<file path="src/verilog/sac_params.svh">
`ifndef SAC_PARAMS_SVH
`define SAC_PARAMS_SVH

// Register indices; the byte address on the bus is four times the index.
`define SAC_IDX_RESL 6'h1D
`define SAC_IDX_RESH 6'h1E
`define SAC_IDX_CTL 6'h1F
`define SAC_IDX_CFG 6'h20
`define SAC_IDX_IRQ 6'h21

// Control register fields.
`define SAC_CTL_CS_HI 7
`define SAC_CTL_CS_LO 6
`define SAC_CTL_CH_HI 5
`define SAC_CTL_CH_LO 3
`define SAC_CTL_GO 2
`define SAC_CTL_ON 0
`define SAC_CTL_WMASK 8'hF9
`define SAC_CTL_RESET 8'h00

// Configuration register fields.
`define SAC_CFG_REFHI 0
`define SAC_CFG_REFLO 1
`define SAC_CFG_JUST 7
`define SAC_CFG_WMASK 8'h83
`define SAC_CFG_RESET 8'h00

// Interrupt register fields.
`define SAC_IRQ_FLAG 0
`define SAC_IRQ_CONV_EN 1
`define SAC_IRQ_PERI_EN 2
`define SAC_IRQ_GLOB_EN 3
`define SAC_IRQ_RESET 4'h0

`define SAC_RES_RESET 16'h0000

// Bit period terminal counts at the core clock (one less than the divide ratio).
`define SAC_TC_DIV2 5'h01
`define SAC_TC_DIV8 5'h07
`define SAC_TC_DIV32 5'h1F

`define SAC_RES_BITS 10
`define SAC_TRIAL_MSB 10'h200
`define SAC_HOLD_TADS 2'h2
`define SAC_SMALL_MAX_CH 3'h4

`endif

</file>
<file path="src/verilog/sac_pkg.sv">
package sac_pkg;

   typedef enum logic [4:0] {
      ST_OFF = 5'h01,
      ST_ACQ = 5'h02,
      ST_START = 5'h04,
      ST_CONV = 5'h08,
      ST_HOLD = 5'h10
   } sac_state_e;

   typedef enum logic [1:0] {
      CS_DIV2 = 2'h0,
      CS_DIV8 = 2'h1,
      CS_DIV32 = 2'h2,
      CS_RC = 2'h3
   } sac_clksel_e;

   typedef struct packed {
      logic [2:0] channel;
      logic chan_valid;
      logic sample;
      logic [9:0] trial;
      logic ref_hi_pin;
      logic ref_lo_pin;
   } sac_analog_s;

endpackage : sac_pkg

</file>
<file path="src/verilog/sac_top.sv">
`timescale 1ns/1ps
`default_nettype none
`include "sac_params.svh"

module sac_top
   import sac_pkg::*;
(
   input wire logic CORE_CLK,
   input wire logic RESETN,
   input wire logic [7:0] AVS_ADDRESS,
   input wire logic AVS_READ,
   input wire logic AVS_WRITE,
   input wire logic [31:0] AVS_WRITEDATA,
   input wire logic [3:0] AVS_BYTEENABLE,
   output logic [31:0] AVS_READDATA,
   output logic AVS_WAITREQUEST,
   input wire logic COMP_IN,
   input wire logic RC_OSC_IN,
   input wire logic SLEEP_IN,
   input wire logic SMALL_PKG_IN,
   output sac_analog_s ANALOG,
   output logic IRQ,
   output logic WAKE_REQ
);
   logic ack_reg;
   logic ack_next;
   logic [7:0] rdata_reg;
   logic [7:0] rdata_next;
   logic [7:0] ctl_reg;
   logic [7:0] ctl_next;
   logic [7:0] cfg_reg;
   logic [7:0] cfg_next;
   logic [3:0] irq_reg;
   logic [3:0] irq_next;
   logic [15:0] res_reg;
   logic [15:0] res_next;
   sac_state_e st_reg;
   sac_state_e st_next;
   logic [1:0] hold_reg;
   logic [1:0] hold_next;
   logic [2:0] sync1_reg;
   logic [2:0] sync2_reg;
   logic rc_last_reg;

   logic comp_s;
   logic rc_s;
   logic sleep_s;
   logic small_s;
   logic rc_tick;
   logic tad_tick;
   logic wr_ok;
   logic wr_ctl;
   logic go_bit;
   logic busy;
   logic start_req;
   logic abort;
   logic sar_start;
   logic sar_step;
   logic sar_done;
   logic load;
   logic [9:0] sar_trial;
   logic [9:0] sar_result;
   sac_clksel_e clk_sel;

   // Asynchronous inputs pass two flops; only the second stage is read.
   always_ff @(posedge CORE_CLK or negedge RESETN) begin
      if (!RESETN) begin
         sync1_reg <= 3'h0;
         sync2_reg <= 3'h0;
         rc_last_reg <= 1'b0;
      end else begin
         sync1_reg <= {SMALL_PKG_IN, SLEEP_IN, RC_OSC_IN};
         sync2_reg <= sync1_reg;
         rc_last_reg <= sync2_reg[0];
      end
   end

   // The comparator is latched on this same clock, so it has no synchroniser.
   // Two flops here would make a divide-by-2 bit period decide on the previous trial code.
   assign comp_s = COMP_IN;
   assign rc_s = sync2_reg[0];
   assign sleep_s = sync2_reg[1];
   assign small_s = sync2_reg[2];
   assign rc_tick = rc_s & ~rc_last_reg;
   assign clk_sel = sac_clksel_e'(ctl_reg[`SAC_CTL_CS_HI:`SAC_CTL_CS_LO]);

   // One wait state: the request is seen, then answered on the next edge.
   assign AVS_WAITREQUEST = (AVS_READ | AVS_WRITE) & ~ack_reg;
   assign AVS_READDATA = {24'h00_0000, rdata_reg};
   assign wr_ok = AVS_WRITE & ack_reg & AVS_BYTEENABLE[0];
   assign wr_ctl = wr_ok && AVS_ADDRESS == {`SAC_IDX_CTL, 2'b00};

   assign busy = (st_reg == ST_START) || (st_reg == ST_CONV);
   assign go_bit = busy;
   // Go is honoured only from acquisition with power already on.
   assign start_req = wr_ctl && AVS_WRITEDATA[`SAC_CTL_GO] && ctl_reg[`SAC_CTL_ON] && st_reg == ST_ACQ;
   assign abort = wr_ctl && !AVS_WRITEDATA[`SAC_CTL_GO] && busy;
   assign sar_start = st_reg == ST_START && tad_tick && !abort;
   assign sar_step = st_reg == ST_CONV && tad_tick;
   assign load = sar_done && !abort;

   always_comb begin
      ack_next = (AVS_READ | AVS_WRITE) & ~ack_reg;
      rdata_next = rdata_reg;
      if (AVS_READ && !ack_reg) begin
         case (AVS_ADDRESS)
            {`SAC_IDX_CTL, 2'b00}: rdata_next = {ctl_reg[7:3], go_bit, 1'b0, ctl_reg[0]};
            {`SAC_IDX_CFG, 2'b00}: rdata_next = cfg_reg;
            {`SAC_IDX_IRQ, 2'b00}: rdata_next = {4'h0, irq_reg};
            {`SAC_IDX_RESH, 2'b00}: rdata_next = res_reg[15:8];
            {`SAC_IDX_RESL, 2'b00}: rdata_next = res_reg[7:0];
            default: rdata_next = 8'h00;
         endcase
      end
   end

   always_comb begin
      ctl_next = ctl_reg;
      cfg_next = cfg_reg;
      irq_next = irq_reg;
      res_next = res_reg;
      if (wr_ctl) begin
         ctl_next = AVS_WRITEDATA[7:0] & `SAC_CTL_WMASK;
      end
      if (wr_ok && AVS_ADDRESS == {`SAC_IDX_CFG, 2'b00}) begin
         cfg_next = AVS_WRITEDATA[7:0] & `SAC_CFG_WMASK;
      end
      if (wr_ok && AVS_ADDRESS == {`SAC_IDX_IRQ, 2'b00}) begin
         irq_next = AVS_WRITEDATA[3:0];
      end
      if (wr_ok && AVS_ADDRESS == {`SAC_IDX_RESH, 2'b00}) begin
         res_next[15:8] = AVS_WRITEDATA[7:0];
      end
      if (wr_ok && AVS_ADDRESS == {`SAC_IDX_RESL, 2'b00}) begin
         res_next[7:0] = AVS_WRITEDATA[7:0];
      end
      // Completion beats a software clear or write in the same cycle.
      if (load) begin
         irq_next[`SAC_IRQ_FLAG] = 1'b1;
         if (cfg_reg[`SAC_CFG_JUST]) begin
            res_next = {6'h00, sar_result};
         end else begin
            res_next = {sar_result, 6'h00};
         end
      end
   end

   always_comb begin
      st_next = st_reg;
      hold_next = 2'h0;
      case (st_reg)
         ST_OFF: begin
            if (ctl_reg[`SAC_CTL_ON]) begin
               st_next = ST_ACQ;
            end
         end
         ST_ACQ: begin
            // Settling time is left to software before it sets go.
            if (start_req) begin
               st_next = ST_START;
            end
         end
         ST_START: begin
            if (abort) begin
               st_next = ST_HOLD;
            end else if (tad_tick) begin
               st_next = ST_CONV;
            end
         end
         ST_CONV: begin
            if (abort || load) begin
               st_next = ST_HOLD;
            end
         end
         ST_HOLD: begin
            hold_next = hold_reg;
            if (tad_tick) begin
               if (hold_reg == `SAC_HOLD_TADS - 2'h1) begin
                  st_next = ST_ACQ;
                  hold_next = 2'h0;
               end else begin
                  hold_next = hold_reg + 2'h1;
               end
            end
         end
         default: st_next = ST_OFF;
      endcase
      if (!ctl_reg[`SAC_CTL_ON]) begin
         st_next = ST_OFF;
         hold_next = 2'h0;
      end
   end

   always_ff @(posedge CORE_CLK or negedge RESETN) begin
      if (!RESETN) begin
         ack_reg <= 1'b0;
         rdata_reg <= 8'h00;
         ctl_reg <= `SAC_CTL_RESET;
         cfg_reg <= `SAC_CFG_RESET;
         irq_reg <= `SAC_IRQ_RESET;
         res_reg <= `SAC_RES_RESET;
         st_reg <= ST_OFF;
         hold_reg <= 2'h0;
      end else begin
         ack_reg <= ack_next;
         rdata_reg <= rdata_next;
         ctl_reg <= ctl_next;
         cfg_reg <= cfg_next;
         irq_reg <= irq_next;
         res_reg <= res_next;
         st_reg <= st_next;
         hold_reg <= hold_next;
      end
   end

   sac_clkdiv u_clkdiv (
      .clk(CORE_CLK),
      .rst_n(RESETN),
      .run(st_reg != ST_OFF),
      .sleep(sleep_s),
      .sel(clk_sel),
      .rc_tick(rc_tick),
      .tad_tick(tad_tick)
   );

   sac_sar u_sar (
      .clk(CORE_CLK),
      .rst_n(RESETN),
      .start(sar_start),
      .step(sar_step),
      .comp(comp_s),
      .trial(sar_trial),
      .result(sar_result),
      .done(sar_done)
   );

   always_comb begin
      ANALOG.channel = ctl_reg[`SAC_CTL_CH_HI:`SAC_CTL_CH_LO];
      // Channels above four have no pin on the small package.
      ANALOG.chan_valid = !(small_s && ANALOG.channel > `SAC_SMALL_MAX_CH);
      ANALOG.sample = st_reg == ST_ACQ;
      ANALOG.trial = sar_trial;
      ANALOG.ref_hi_pin = cfg_reg[`SAC_CFG_REFHI];
      ANALOG.ref_lo_pin = cfg_reg[`SAC_CFG_REFLO];
   end

   assign IRQ = irq_reg[`SAC_IRQ_FLAG] & irq_reg[`SAC_IRQ_CONV_EN]
      & irq_reg[`SAC_IRQ_PERI_EN] & irq_reg[`SAC_IRQ_GLOB_EN];
   // Wake ignores the peripheral and global enables.
   assign WAKE_REQ = irq_reg[`SAC_IRQ_FLAG] & irq_reg[`SAC_IRQ_CONV_EN] & sleep_s;
endmodule : sac_top
`default_nettype wire

</file>
<file path="src/verilog/sac_clkdiv.sv">
`timescale 1ns/1ps
`default_nettype none
`include "sac_params.svh"

module sac_clkdiv
   import sac_pkg::*;
(
   input wire logic clk,
   input wire logic rst_n,
   input wire logic run,
   input wire logic sleep,
   input wire sac_clksel_e sel,
   input wire logic rc_tick,
   output logic tad_tick
);
   logic [4:0] cnt_reg;
   logic [4:0] cnt_next;
   logic [4:0] term;

   always_comb begin
      case (sel)
         CS_DIV2: term = `SAC_TC_DIV2;
         CS_DIV8: term = `SAC_TC_DIV8;
         default: term = `SAC_TC_DIV32;
      endcase
      // The system oscillator stops in sleep, so only the RC source keeps ticking.
      if (sel == CS_RC) begin
         tad_tick = run & rc_tick;
      end else begin
         tad_tick = run & ~sleep & (cnt_reg == term);
      end
      if (!run || sel == CS_RC || sleep || cnt_reg == term) begin
         cnt_next = 5'h0;
      end else begin
         cnt_next = cnt_reg + 5'h1;
      end
   end

   always_ff @(posedge clk or negedge rst_n) begin
      if (!rst_n) begin
         cnt_reg <= 5'h0;
      end else begin
         cnt_reg <= cnt_next;
      end
   end
endmodule : sac_clkdiv
`default_nettype wire

</file>
<file path="src/verilog/sac_sar.sv">
`timescale 1ns/1ps
`default_nettype none
`include "sac_params.svh"

module sac_sar
   import sac_pkg::*;
(
   input wire logic clk,
   input wire logic rst_n,
   input wire logic start,
   input wire logic step,
   input wire logic comp,
   output logic [9:0] trial,
   output logic [9:0] result,
   output logic done
);
   logic [9:0] trial_reg;
   logic [9:0] trial_next;
   logic [9:0] mask_reg;
   logic [9:0] mask_next;
   logic [9:0] decided;

   // Comparator high means the held input is at or above the trial code.
   always_comb begin
      decided = comp ? trial_reg : (trial_reg & ~mask_reg);
      trial_next = trial_reg;
      mask_next = mask_reg;
      if (start) begin
         trial_next = `SAC_TRIAL_MSB;
         mask_next = `SAC_TRIAL_MSB;
      end else if (step && mask_reg != 10'h000) begin
         trial_next = decided | (mask_reg >> 1);
         mask_next = mask_reg >> 1;
      end
   end

   assign trial = trial_reg;
   assign result = decided;
   assign done = step & mask_reg[0];

   always_ff @(posedge clk or negedge rst_n) begin
      if (!rst_n) begin
         trial_reg <= 10'h000;
         mask_reg <= 10'h000;
      end else begin
         trial_reg <= trial_next;
         mask_reg <= mask_next;
      end
   end
endmodule : sac_sar
`default_nettype wire

</file>
<file path="config.mk">
export PLATFORM = sky130hd
export DESIGN_NAME = sac_top
export DESIGN_NICKNAME = d
export VERILOG_FILES = /design/src/verilog/sac_pkg.sv /design/src/verilog/sac_top.sv /design/src/verilog/sac_clkdiv.sv /design/src/verilog/sac_sar.sv
export VERILOG_INCLUDE_DIRS = /design/src /design/src/verilog
export SDC_FILE = /design/constraint.sdc
export NUM_CORES = 1
export LEC_CHECK = 0
export BUFFER_PORTS_ARGS = -buffer_cell sky130_fd_sc_hd__clkbuf_2
export CORE_UTILIZATION = 45
export CTS_CLUSTER_DIAMETER = 150
export DETAILED_ROUTE_END_ITERATION = 10
export PLACE_DENSITY = 0.69
export SLEW_MARGIN = 40
export SYNTH_ARGS = -nofsm -noshare
export SYNTH_HDL_FRONTEND = slang
export SYNTH_SLANG_ARGS = --single-unit
</file>
<file path="constraint.sdc">
create_clock -name CORE_CLK -period 2.92 [get_ports CORE_CLK]
set_clock_uncertainty 0.05 [all_clocks]
set_input_delay 0.584 -clock CORE_CLK [delete_from_list [all_inputs] [get_ports CORE_CLK]]
set_output_delay 0.584 -clock CORE_CLK [all_outputs]
set_load 0.01 [all_outputs]
</file>
==> results of run 1 <==
[stage by stage]
| step | worst slack, ns | power (mW) | util |
|---|---|---|---|
| CTS | 0.4776 | 2.029 | 0.5159 |
| finish | 0.4944 | 2.009 | 0.5159 |
| floorplan | 0.5928 | 1.180 | - |
| global route | 0.3364 | 2.090 | 0.5159 |
| detailed placement | 0.2551 | 1.213 | 0.4935 |
| global placement | 0.3005 | 1.210 | 0.4930 |
[kinds of logic (layout without fill, tap and decap cells)]
group	after synthesis	after routing	synth area share
AO/OA/AOI/OAI	101	101	0.1650
XOR/XNOR	6	6	0.01267
adder cells (fa/ha/maj)	1	1	0.003015
buffers and inverters	60	84	0.09258
flip-flops	77	77	0.4647
multiplexers	46	46	0.1188
other	1	24	0.0009038
AND/OR/NAND/NOR	110	110	0.1423
[power by group through the flow]
stage               Sequential (mW)  Combinational [mW]  Clock [mW]
detailed placement             1.11               0.104           0
global route                   1.09               0.117       0.884
CTS                            1.09               0.105       0.837
global placement               1.11               0.102           0
finish                         1.09               0.103       0.818
floorplan                      1.10              0.0755           0
[final timing paths]
| kind | start | end |
|---|---|---|
| min reg2reg | sync1_reg[0] | sync2_reg[0] |
| min | RESETN | ack_reg |
| max reg2reg | ctl_reg[7] | res_reg[14] |
| max | ctl_reg[7] | res_reg[14] |
| min in group CORE_CLK | SMALL_PKG_IN | sync1_reg[2] |
| max in group asynchronous | RESETN | u_sar.trial[5] |
[cell usage in the layout (no fill, tap or decap), types with 2 or more instances in the layout]
master,count
xor2_1,5
nor3b_2,2
nor2_1,31
a21oi_1,11
clkbuf_2,51
inv_1,11
a31oi_1,4
o211ai_1,4
o21a_1,5
o21ai_1,7
buf_4,6
and3_1,8
conb_1,24
a22oi_1,4
or4_1,2
nand3_1,7
mux2i_1,20
nand2_1,31
nor3b_1,2
a21oi_2,11
mux2_2,25
dfrtp_1,76
a21boi_0,6
clkbuf_8,10
a22o_1,7
o21ai_0,29
nor3_1,5
nand2b_1,6
and2_1,2
or4b_1,2
[layout make-up]
cell class              instances  area, um^2
fillers                       807        4263
multi-input cells             288        1929
flip-flops and latches         77        1928
repair buffers                 58       311.5
clock buffers                  10       137.6
well taps                     108       135.1
clock inverters                 5       60.06
inverters                      11       41.29
[layer usage]
layer,wire length (um),global-route usage,part of all wire
met5,0,0,0
met4,124,0.05478,0.014
met3,489,0.05297,0.057
met2,3911,0.2952,0.45
met1,4118,0.2719,0.48
==> summary.txt, run 1 <==
Placed design
  – Post-DP HPWL: 6162 um
  – Final estimated routing congestion in global placement: 0.8100
  – Count of buffers from port buffering: 52
  – Cell area after placement: 0.004345 mm^2
  – Number of placed cells counting well taps: 542

Worst setup path
  – Startpoint types: flip-flop
  – Critical Path Stages: 6
  – Type of element capturing the critical path: flip-flop
  – Dominant delay contributor by cell family on the critical path: simple AND/OR/NAND/NOR gates
  – Register-to-Register Setup Slack: 0.49 ns
  – Worst-path cell chain: a21oi_2 > or4b_4 > a31oi_4 > and4_4 > o21ai_1 > o21a_1
  – Cell count of the worst reg-to-reg path: 6
  – Delay of the slowest cell on the worst path: 0.53 ns
  – CP Class: reg -> reg
  – CP Max Fanout: 30
  – Crit path DAT: 2.61 ns
  – Combined buffer and inverter count along the critical path: 0
  – Required time of the worst setup path: 3.10 ns
  – Max stage delay cell, worst path: and4_4

Timing
  – Setup repair after global routing missed its margin: no
  – Transition time at the pin with the least slew margin: 0.6986 ns
  – Count of endpoints failing hold in the final timing report: 0
  – Max Slew Vio Count: 0
  – Shortest period the worst path allows: 2.426 ns
  – Final Cycle Share: 0.8307
  – Max-Slew Margin vs Limit: 0.5343
  – Final-report setup violation count: 0
  – Maximum clock frequency: 412.3 MHz
  – Worst hold slack across all endpoints: 0.2016 ns
  – Setup_tns: 0 ns

CTS
  – Worst-path clk slew: 0.08 ns
  – Hold buffers post-CTS: 0
  – Buffer depth of the longest clock path: 2
  – Root buffer cell: clkbuf_8
  – Source-to-sink clock delay at the later pin of the worst-skew pair: 0.35 ns
  – Number of buffers created by CTS: 9
  – Sinks on Clock Net: 77
  – TritonCTS clock tree: yes
  – Count of H-tree levels built during CTS: 3
  – Setup repair bufs after CTS: 0
  – Number of resized instances in the post-cts repair step: 0

GRT
  – Overall track demand over capacity in global routing: 0.1941
  – Vias in the first global route: 2859
  – Total gr overflow: 0
  – Initial antenna violation count: 0
  – First-pass GRT wire length: 14570 um
  – Largest net degree at the start of global routing: 78

Die
  – Total Die Area: 0.009608 mm^2
  – Die Wd: 98.02 um
  – Number of core rows: 34
  – Core Area: 0.008806 mm^2
  – Top-level port count: 104
  – Die H: 98.02 um
  – Initial Util: 0.4712

Finish
  – Filler-free cell count of the finished design: 557
  – Proportion of layout cells with a drive suffix above 1: 0.2695
  – Net count of the finished layout: 498
  – Diodes inserted: 0
  – Area of all placed cells without fillers: 0.004543 mm^2
  – Max reg flops: 16
  – Area grow syn2layout: 9.499%

Power
  – Internal Dissipation: 1.526 mW
  – P_sw: 0.4828 mW
  – Combinational group share of total power: 0.051
  – Seq pwr share: 0.542
  – Share of power burned in the clock network: 0.407
  – Leakage Power: 2.110 nW
  – Areal power density over the cells: 442.1 mW/mm^2
  – Net switching fraction of the power: 0.2404
  – Worst VDD drop: 0.3126 mV

Job
  – Count of maximum capacitance violations: 0

Yosys
  – Avg Synthesized Cell Area: 10.32 um^2
  – Primary flip-flop cell chosen by synthesis mapping: dfrtp_1
  – Sequential fraction of the synthesis area: 0.4647
  – Area fraction of the dominant cell type after synthesis: 0.4584
  – Share of flip-flops with an asynchronous set or reset: 1.000
  – Count of flip-flops with a built-in enable after synthesis: 0
  – Most frequently used cell type in the post-synthesis netlist: dfrtp_1
  – Biggest area contributors in the synthesized netlist: dfrtp_1, mux2_2, buf_4
  – Area leader, netlist: dfrtp_1
  – Most common library cells after synthesis: dfrtp_1, buf_4, nand2_1, nor2_1, o21ai_0
  – Yosys reg bits: 77
  – Number of instances in the synthesized netlist: 402
  – Count of synthesis-stage warnings from yosys: 0
  – Total standard cell area after synthesis: 0.004149 mm^2
  – Unique masters post-synth: 62

Status
  – Violations in the final reports: DRC
  – Result of the run: finished with violations

Route
  – Drt first pass iters: 8
  – Antenna violation net count after detailed routing: 0
  – DR WL/cell: 15.52 um
  – Detailed-route wire length: 8642 um
  – DRC viols: 11
  – Via count: 3025
  – Detailed-route vias per instance: 5.431
  – First DRT Iteration DRCs: 137

Min path
  – Worst min-delay path class: in -> async
Note: power is estimated with default switching activity, not from simulation.
==> run 2: changes to the inputs <==
ABC_AREA = 1   (was unset)
clock period = 2.5 ns   (was 2.92 ns; I/O delays follow)
==> run 2 against run 1 <==
Sequential cell count did not move; fmax rose by 15%; the flow now finishes without violations; die area rose by 1.2%; sequential power rose by 23%; clock power rose by 20%; area after synthesis rose by 1.2%; via count rose by 15%.
==> summary.txt, run 2 <==
Die
  – Die Wd: 98.60 um (+0.59%)
  – Die H: 98.60 um (+0.59%)
  – Initial Util: 0.4723 (+0.001120)
  – Total Die Area: 0.009721 mm^2 (+1.2%)
  – Top-level port count: 104 (unchanged)
  – Core Area: 0.008891 mm^2 (+0.97%)
  – Number of core rows: 34 (unchanged)

Finish
  – Area grow syn2layout: 11.44%
  – Proportion of layout cells with a drive suffix above 1: 0.1997 (-0.06983)
  – Most common cell after layout, fill and taps aside: nand2_1
  – Most frequent cells in the layout: nand2_1, dfrtp_1, inv_1, clkbuf_2, nor2_1
  – Final design utilization: 0.5263 (+0.01040)
  – Max reg flops: 16 (unchanged)
  – Number of filler cells placed in the layout: 855 (+5.9%)
  – Diodes inserted: 0 (unchanged)
  – Net count of the finished layout: 639 (+28%)
  – Combined flip-flop and latch cell area: 0.001928 mm^2 (unchanged)
  – Area of the multi-input gates: 0.001802 mm^2 (-6.6%)

Yosys
  – Yosys reg bits: 77 (unchanged)
  – Total standard cell area after synthesis: 0.004199 mm^2 (+1.2%)
  – Share of flip-flops with an asynchronous set or reset: 1.000 (unchanged)
  – Area leader, netlist: dfrtp_1
  – Biggest area contributors in the synthesized netlist: dfrtp_1, nand2_1, inv_1
  – Avg Synthesized Cell Area: 7.938 um^2 (-23%)
  – Count of synthesis-stage warnings from yosys: 0 (unchanged)
  – Most frequently used cell type in the post-synthesis netlist: nand2_1
  – Count of flip-flops with a built-in enable after synthesis: 0 (unchanged)
  – Number of instances in the synthesized netlist: 529 (+32%)
  – Unique masters post-synth: 41 (-34%)
  – Sequential fraction of the synthesis area: 0.4592 (-0.005539)
  – Primary flip-flop cell chosen by synthesis mapping: dfrtp_1
  – Area fraction of the dominant cell type after synthesis: 0.4529 (-0.005463)
  – Most common library cells after synthesis: nand2_1, dfrtp_1, inv_1, nor2_1, o21ai_0

Worst setup path
  – Worst-path cell chain: inv_1 > nor2_1 > nand2_1 > nor2_2 > nor2_1 > nand2_2 > nand2_4 > inv_2 > nor2_1 > nand2_2 > nand2_2 > o21ai_0
  – CP Class: reg -> reg
  – Combined buffer and inverter count along the critical path: 2 (+2)
  – Crit path DAT: 2.31 ns (-0.30 ns)
  – Delay of the slowest cell on the worst path: 0.54 ns (about the same)
  – Max stage delay cell, worst path: dfstp_2
  – Cell count of the worst reg-to-reg path: 12 (+6)
  – Worst reg2reg endpoint: u_sar.trial[2]
  – Type of element capturing the critical path: flip-flop
  – CP Max Fanout: 12 (-60%)
  – Required time of the worst setup path: 2.70 ns (-0.40 ns)
  – Critical register-to-register path startpoint: st_reg[0]
  – Dominant delay contributor by cell family on the critical path: simple AND/OR/NAND/NOR gates
  – Startpoint types: flip-flop
  – Register-to-Register Setup Slack: 0.39 ns (-0.10 ns)

Timing
  – Final-report setup violation count: 0 (unchanged)
  – Transition time at the pin with the least slew margin: 0.5222 ns (-0.1763 ns)
  – Shortest period the worst path allows: 2.108 ns (-0.3179 ns)
  – Max Slew Vio Count: 0 (unchanged)
  – Setup_tns: 0 ns (unchanged)
  – Max-Slew Margin vs Limit: 0.6482 (+0.1139)
  – Setup repair after global routing missed its margin: no
  – Count of endpoints failing hold in the final timing report: 0 (unchanged)
  – Maximum clock frequency: 474.4 MHz (+15%)
  – Final Cycle Share: 0.8431 (+0.01240)

Route
  – Detailed-route vias per instance: 4.981 (-8.3%)
  – Antenna violation net count after detailed routing: 0 (unchanged)
  – Detailed-route wire length: 9174 um (+6.2%)
  – Via count: 3482 (+15%)
  – First DRT Iteration DRCs: 170 (+24%)
  – DRC viols: 0 (-11)
  – Drt first pass iters: 4 (-4)
  – DR WL/cell: 13.12 um (-15%)

GRT
  – Overall track demand over capacity in global routing: 0.2042 (+0.01009)
  – Total gr overflow: 0 (unchanged)
  – Global Route met1 Usage: 0.2825 (+0.01055)
  – Met2 Resource Use GR: 0.3294 (+0.03413)
  – Initial antenna violation count: 0 (unchanged)
  – Vias in the first global route: 3302 (+15%)
  – Met3 demand-to-capacity share in global routing: 0.04255 (-0.01042)
  – Largest net degree at the start of global routing: 46 (-41%)
  – First-pass GRT wire length: 15730 um (+8.0%)
  – Most crowded layer after global routing: met2

Power
  – Leakage Power: 2.367 nW (+12%)
  – Worst VDD drop: 0.2730 mV (-13%)
  – Areal power density over the cells: 565.1 mW/mm^2 (+28%)

CTS
  – Count of H-tree levels built during CTS: 3 (unchanged)
  – Setup repair bufs after CTS: 0 (unchanged)
  – Root buffer cell: clkbuf_8
  – Source-to-sink clock delay at the later pin of the worst-skew pair: 0.35 ns (about the same)
  – Hold buffers post-CTS: 0 (unchanged)
  – Buffer depth of the longest clock path: 2 (unchanged)
  – Sinks on Clock Net: 77 (unchanged)
  – TritonCTS clock tree: yes
  – Number of resized instances in the post-cts repair step: 0 (unchanged)
  – Number of buffers created by CTS: 9 (unchanged)
  – Worst-path clk slew: 0.08 ns (about the same)

Placed design
  – Count of buffers from port buffering: 52 (unchanged)
  – Final estimated routing congestion in global placement: 0.8957 (+11%)
  – Post-DP HPWL: 6896 um (+12%)

Job
  – Count of maximum capacitance violations: 0 (unchanged)

Min path
  – Worst min-delay path class: in -> async

Status
  – Result of the run: complete, no violations
[run 2: cell type report]
cell class,instances,share of cell area
clock inverters,6,0.01497
multi-input cells,367,0.3850
repair buffers,60,0.07166
well taps,108,0.02888
clock buffers,10,0.02941
inverters,71,0.05802
flip-flops and latches,77,0.4120
[run 2: worst max path at each step]
stage | cells past startpoint | to | slack (ns) | from
finish | 12 | u_sar.trial[2] | 0.39 | st_reg[0]
CTS | 12 | u_sar.trial[2] | 0.41 | st_reg[0]
global placement | 10 | u_sar.trial[2] | 0.46 | ctl_reg[7]
global route | 12 | u_sar.trial[1] | 0.26 | st_reg[0]
floorplan | 12 | res_reg[0] | 0.72 | AVS_ADDRESS[7]
detailed placement | 12 | u_sar.mask_reg[9] | 0.45 | AVS_ADDRESS[7]
[run 2: layer usage]
layer | part of all wire | vias up
li1 | - | 1756
met4 | 0.0078 | 0
met2 | 0.48 | 83
met5 | 0 | -
met1 | 0.47 | 1637
met3 | 0.040 | 6
[run 2: stage by stage]
stage               cells  worst slack, ns  hold WS [ns]  total power, mW  cell area [um^2]
detailed placement    683           0.4450        0.2878            1.687              4472
finish                699           0.3922       0.03737            2.644              4679
CTS                   699           0.4129       0.04821            2.666              4679
floorplan             552           0.7228        0.1544            1.600              4285
global route          699           0.2618       0.05729            2.787              4679
global placement      683           0.4628        0.2828            1.677              4472
[run 2: cell families after synthesis]
| family | after synthesis | synth area share |
|---|---|---|
| compound gates | 79 | 0.1135 |
| xor+xnor | 3 | 0.006259 |
| fa+ha+maj | 1 | 0.002979 |
| buf+inv | 108 | 0.1323 |
| flops | 77 | 0.4592 |
| mux | 4 | 0.01073 |
| other cells | 1 | 0.0008931 |
| simple gates | 256 | 0.2741 |
[run 2: power breakdown]
part	switching [mW]	leakage (nW)	internal, mW	total (mW)
Combinational	0.220	1.30	0.107	0.327
Clock	0.486	0.0951	0.493	0.979
Sequential	0.0393	0.976	1.30	1.34
Total	0.745	2.37	1.90	2.64
==> run 3: changes to the inputs <==
PLACE_DENSITY = 0.72   (was 0.69)
clock period = 1.85 ns   (was 2.5 ns; I/O delays follow)
==> run 3 against run 2 <==
First-iteration DRC count rose by 10%; critical path depth did not move; cell area rose by 9.6%; die area did not move; critical path type unchanged; power rose by 37%; final cell count rose by 6.6%; core utilization rose by 5.1 points; the run now ends with setup timing left; count of clock-buffer cells in the layout did not move; routed wire length rose by 7.2%; worst hold slack improved by 0.026 ns; fmax rose by 12%; sequential share of layout area fell by 3.6 points.
==> summary.txt, run 3 (same netlist as run 2, synthesis figures left out) <==
Die
  – Die Wd: 98.60 um (unchanged)
  – Die H: 98.60 um (unchanged)
  – Initial Util: 0.4723 (unchanged)
  – Core Area: 0.008891 mm^2 (unchanged)
  – Top-level port count: 104 (unchanged)
  – Number of core rows: 34 (unchanged)
  – Total Die Area: 0.009721 mm^2 (unchanged)

Status
  – Violations in the final reports: setup timing
  – Result of the run: finished with violations

Worst setup path
  – CP Max Fanout: 7 (-5)
  – Startpoint types: flip-flop
  – CP Class: reg -> reg
  – Type of element capturing the critical path: flip-flop
  – Required time of the worst setup path: 2.09 ns (-0.61 ns)
  – Crit path DAT: 2.12 ns (-0.19 ns)

Job
  – Count of maximum capacitance violations: 0 (unchanged)

Finish
  – Most frequent cells in the layout: nand2_1, dfrtp_1, inv_1, clkbuf_2, buf_4
  – Proportion of layout cells with a drive suffix above 1: 0.2826 (+0.08291)
  – Max reg flops: 16 (unchanged)
  – Area of all placed cells without fillers: 0.005129 mm^2 (+9.6%)
  – Number of filler cells placed in the layout: 776 (-9.2%)
  – Area grow syn2layout: 22.14%
  – Diodes inserted: 0 (unchanged)
  – Filler-free cell count of the finished design: 745 (+6.6%)
  – Most common cell after layout, fill and taps aside: nand2_1
  – Net count of the finished layout: 686 (+7.4%)

Route
  – DRC viols: 0 (unchanged)
  – DR WL/cell: 13.20 um (+0.58%)
  – Detailed-route vias per instance: 4.960 (-0.44%)
  – Via count: 3695 (+6.1%)
  – Detailed-route wire length: 9834 um (+7.2%)
  – Antenna violation net count after detailed routing: 0 (unchanged)
  – First DRT Iteration DRCs: 187 (+10%)
  – Drt first pass iters: 4 (unchanged)

Timing
  – Count of endpoints failing hold in the final timing report: 0 (unchanged)
  – Post-route setup slack: -0.02949 ns (-0.4217 ns)
  – Transition time at the pin with the least slew margin: 0.5521 ns (+0.02985 ns)
  – Max Slew Vio Count: 0 (unchanged)
  – Final-report setup violation count: 11 (+11)
  – Shortest period the worst path allows: 1.879 ns (-0.2283 ns)
  – Final Cycle Share: 1.016 (+0.1728)
  – Setup repair after global routing missed its margin: yes
  – Maximum clock frequency: 532.1 MHz (+12%)
  – Max-Slew Margin vs Limit: 0.6281 (-0.02011)

GRT
  – Overall track demand over capacity in global routing: 0.2128 (+0.008593)
  – Vias in the first global route: 3599 (+9.0%)
  – Global Route met1 Usage: 0.2697 (-0.01277)
  – Total gr overflow: 0 (unchanged)
  – Largest net degree at the start of global routing: 38 (-17%)
  – First-pass GRT wire length: 16300 um (+3.6%)
  – Met2 Resource Use GR: 0.3635 (+0.03413)
  – Initial antenna violation count: 0 (unchanged)
  – Most crowded layer after global routing: met2
  – Met3 demand-to-capacity share in global routing: 0.04255 (unchanged)

CTS
  – Source-to-sink clock delay at the later pin of the worst-skew pair: 0.36 ns (about the same)
  – TritonCTS clock tree: yes
  – Root buffer cell: clkbuf_8
  – Worst-path clk slew: 0.08 ns (about the same)
  – Sinks on Clock Net: 77 (unchanged)
  – Number of buffers created by CTS: 9 (unchanged)
  – Buffer depth of the longest clock path: 2 (unchanged)
  – Count of H-tree levels built during CTS: 3 (unchanged)

Min path
  – Worst min-delay path class: in -> reg

Placed design
  – Count of buffers from port buffering: 52 (unchanged)
  – Final estimated routing congestion in global placement: 0.8472 (-5.4%)
  – Number of placed cells counting well taps: 722 (+5.7%)
  – Cell area after placement: 0.004777 mm^2 (+6.8%)
  – Post-DP HPWL: 7359 um (+6.7%)

Power
  – Leakage Power: 2.604 nW (+10%)
  – Areal power density over the cells: 704.7 mW/mm^2 (+25%)
  – Worst VDD drop: 0.3556 mV (+30%)
run 3: changes by cell type in the layout (fill, tap and decap cells not counted), moves of 4 or more:
cell	before	now
o21ai_0	35	27
nor2_1	38	34
buf_4	8	47
a21oi_2	0	4
buf_6	0	6
a21oi_1	18	14
o21ai_1	4	9
run 3: through the flow:
stage	hold slack [ns]	power [mW]	utilization	TNS [ns]	setup slack [ns]
after floorplan	0.02441	2.163	-	0	0.1364
after global placement	0.2822	2.325	0.5373	-1.048	-0.1167
after detailed placement	0.2872	2.340	0.5373	-1.596	-0.1437
after CTS	0.04872	3.615	0.5668	-0.3749	-0.04896
after global routing	0.04870	3.800	0.5768	-3.737	-0.1464
final	0.06307	3.614	0.5768	-0.1155	-0.02949
run 3: layer usage:
metal  part of all wire  vias up
met5                  0        -
met4              0.015        0
met3              0.045       15
met2               0.48       97
met1               0.46     1728
li1                   -     1855
run 3: final timing paths:
kind,cells past startpoint,slack [ns],end,startpoint
max in group asynchronous,3,0.74,ctl_reg[7],RESETN
min reg2reg,0,0.30,sync2_reg[1],sync1_reg[1]
max,12,-0.03,u_sar.trial[4],st_reg[0]
min in group asynchronous,2,0.47,u_clkdiv.cnt_reg[2],RESETN
min,1,0.06,sync1_reg[2],SMALL_PKG_IN
max reg2reg,12,-0.03,u_sar.trial[4],st_reg[0]
run 3: final cells by class:
class,count,area (um^2),area share
clock buffers,10,127.6,0.02488
clock inverters,5,37.54,0.007319
inverters,71,286.5,0.05587
multi-input cells,367,1887,0.3679
flip-flops and latches,77,1929,0.3762
well taps,108,135.1,0.02635
repair buffers,107,725.7,0.1415
run 3: repair_timing:
action	4_1_cts	5_1_grt
setup endpoints to repair	28	42
hold buffers	1	0
cloned	0	0
hold endpoints to repair	34	0
buffers inserted	6	2
resized for setup	15	28
pin swaps	8	9
run 3: power breakdown:
part	internal (mW)	switching [mW]	leakage (nW)
combinational	0.303	0.369	1.55
sequential	1.76	0.0532	0.974
clock	0.484	0.649	0.0787
total	2.54	1.07	2.60
run 3: critical path, stage by stage (launching register included):
cell     delay (ns)
dfstp_2        0.55
inv_2          0.04
nor2_2         0.11
nand2_2        0.09
nor2_4         0.10
nor2_2         0.05
nand2_2        0.10
buf_4          0.14
a21oi_4        0.07
nand2_4        0.14
nand2_4        0.10
buf_12         0.15
o21ai_2        0.12
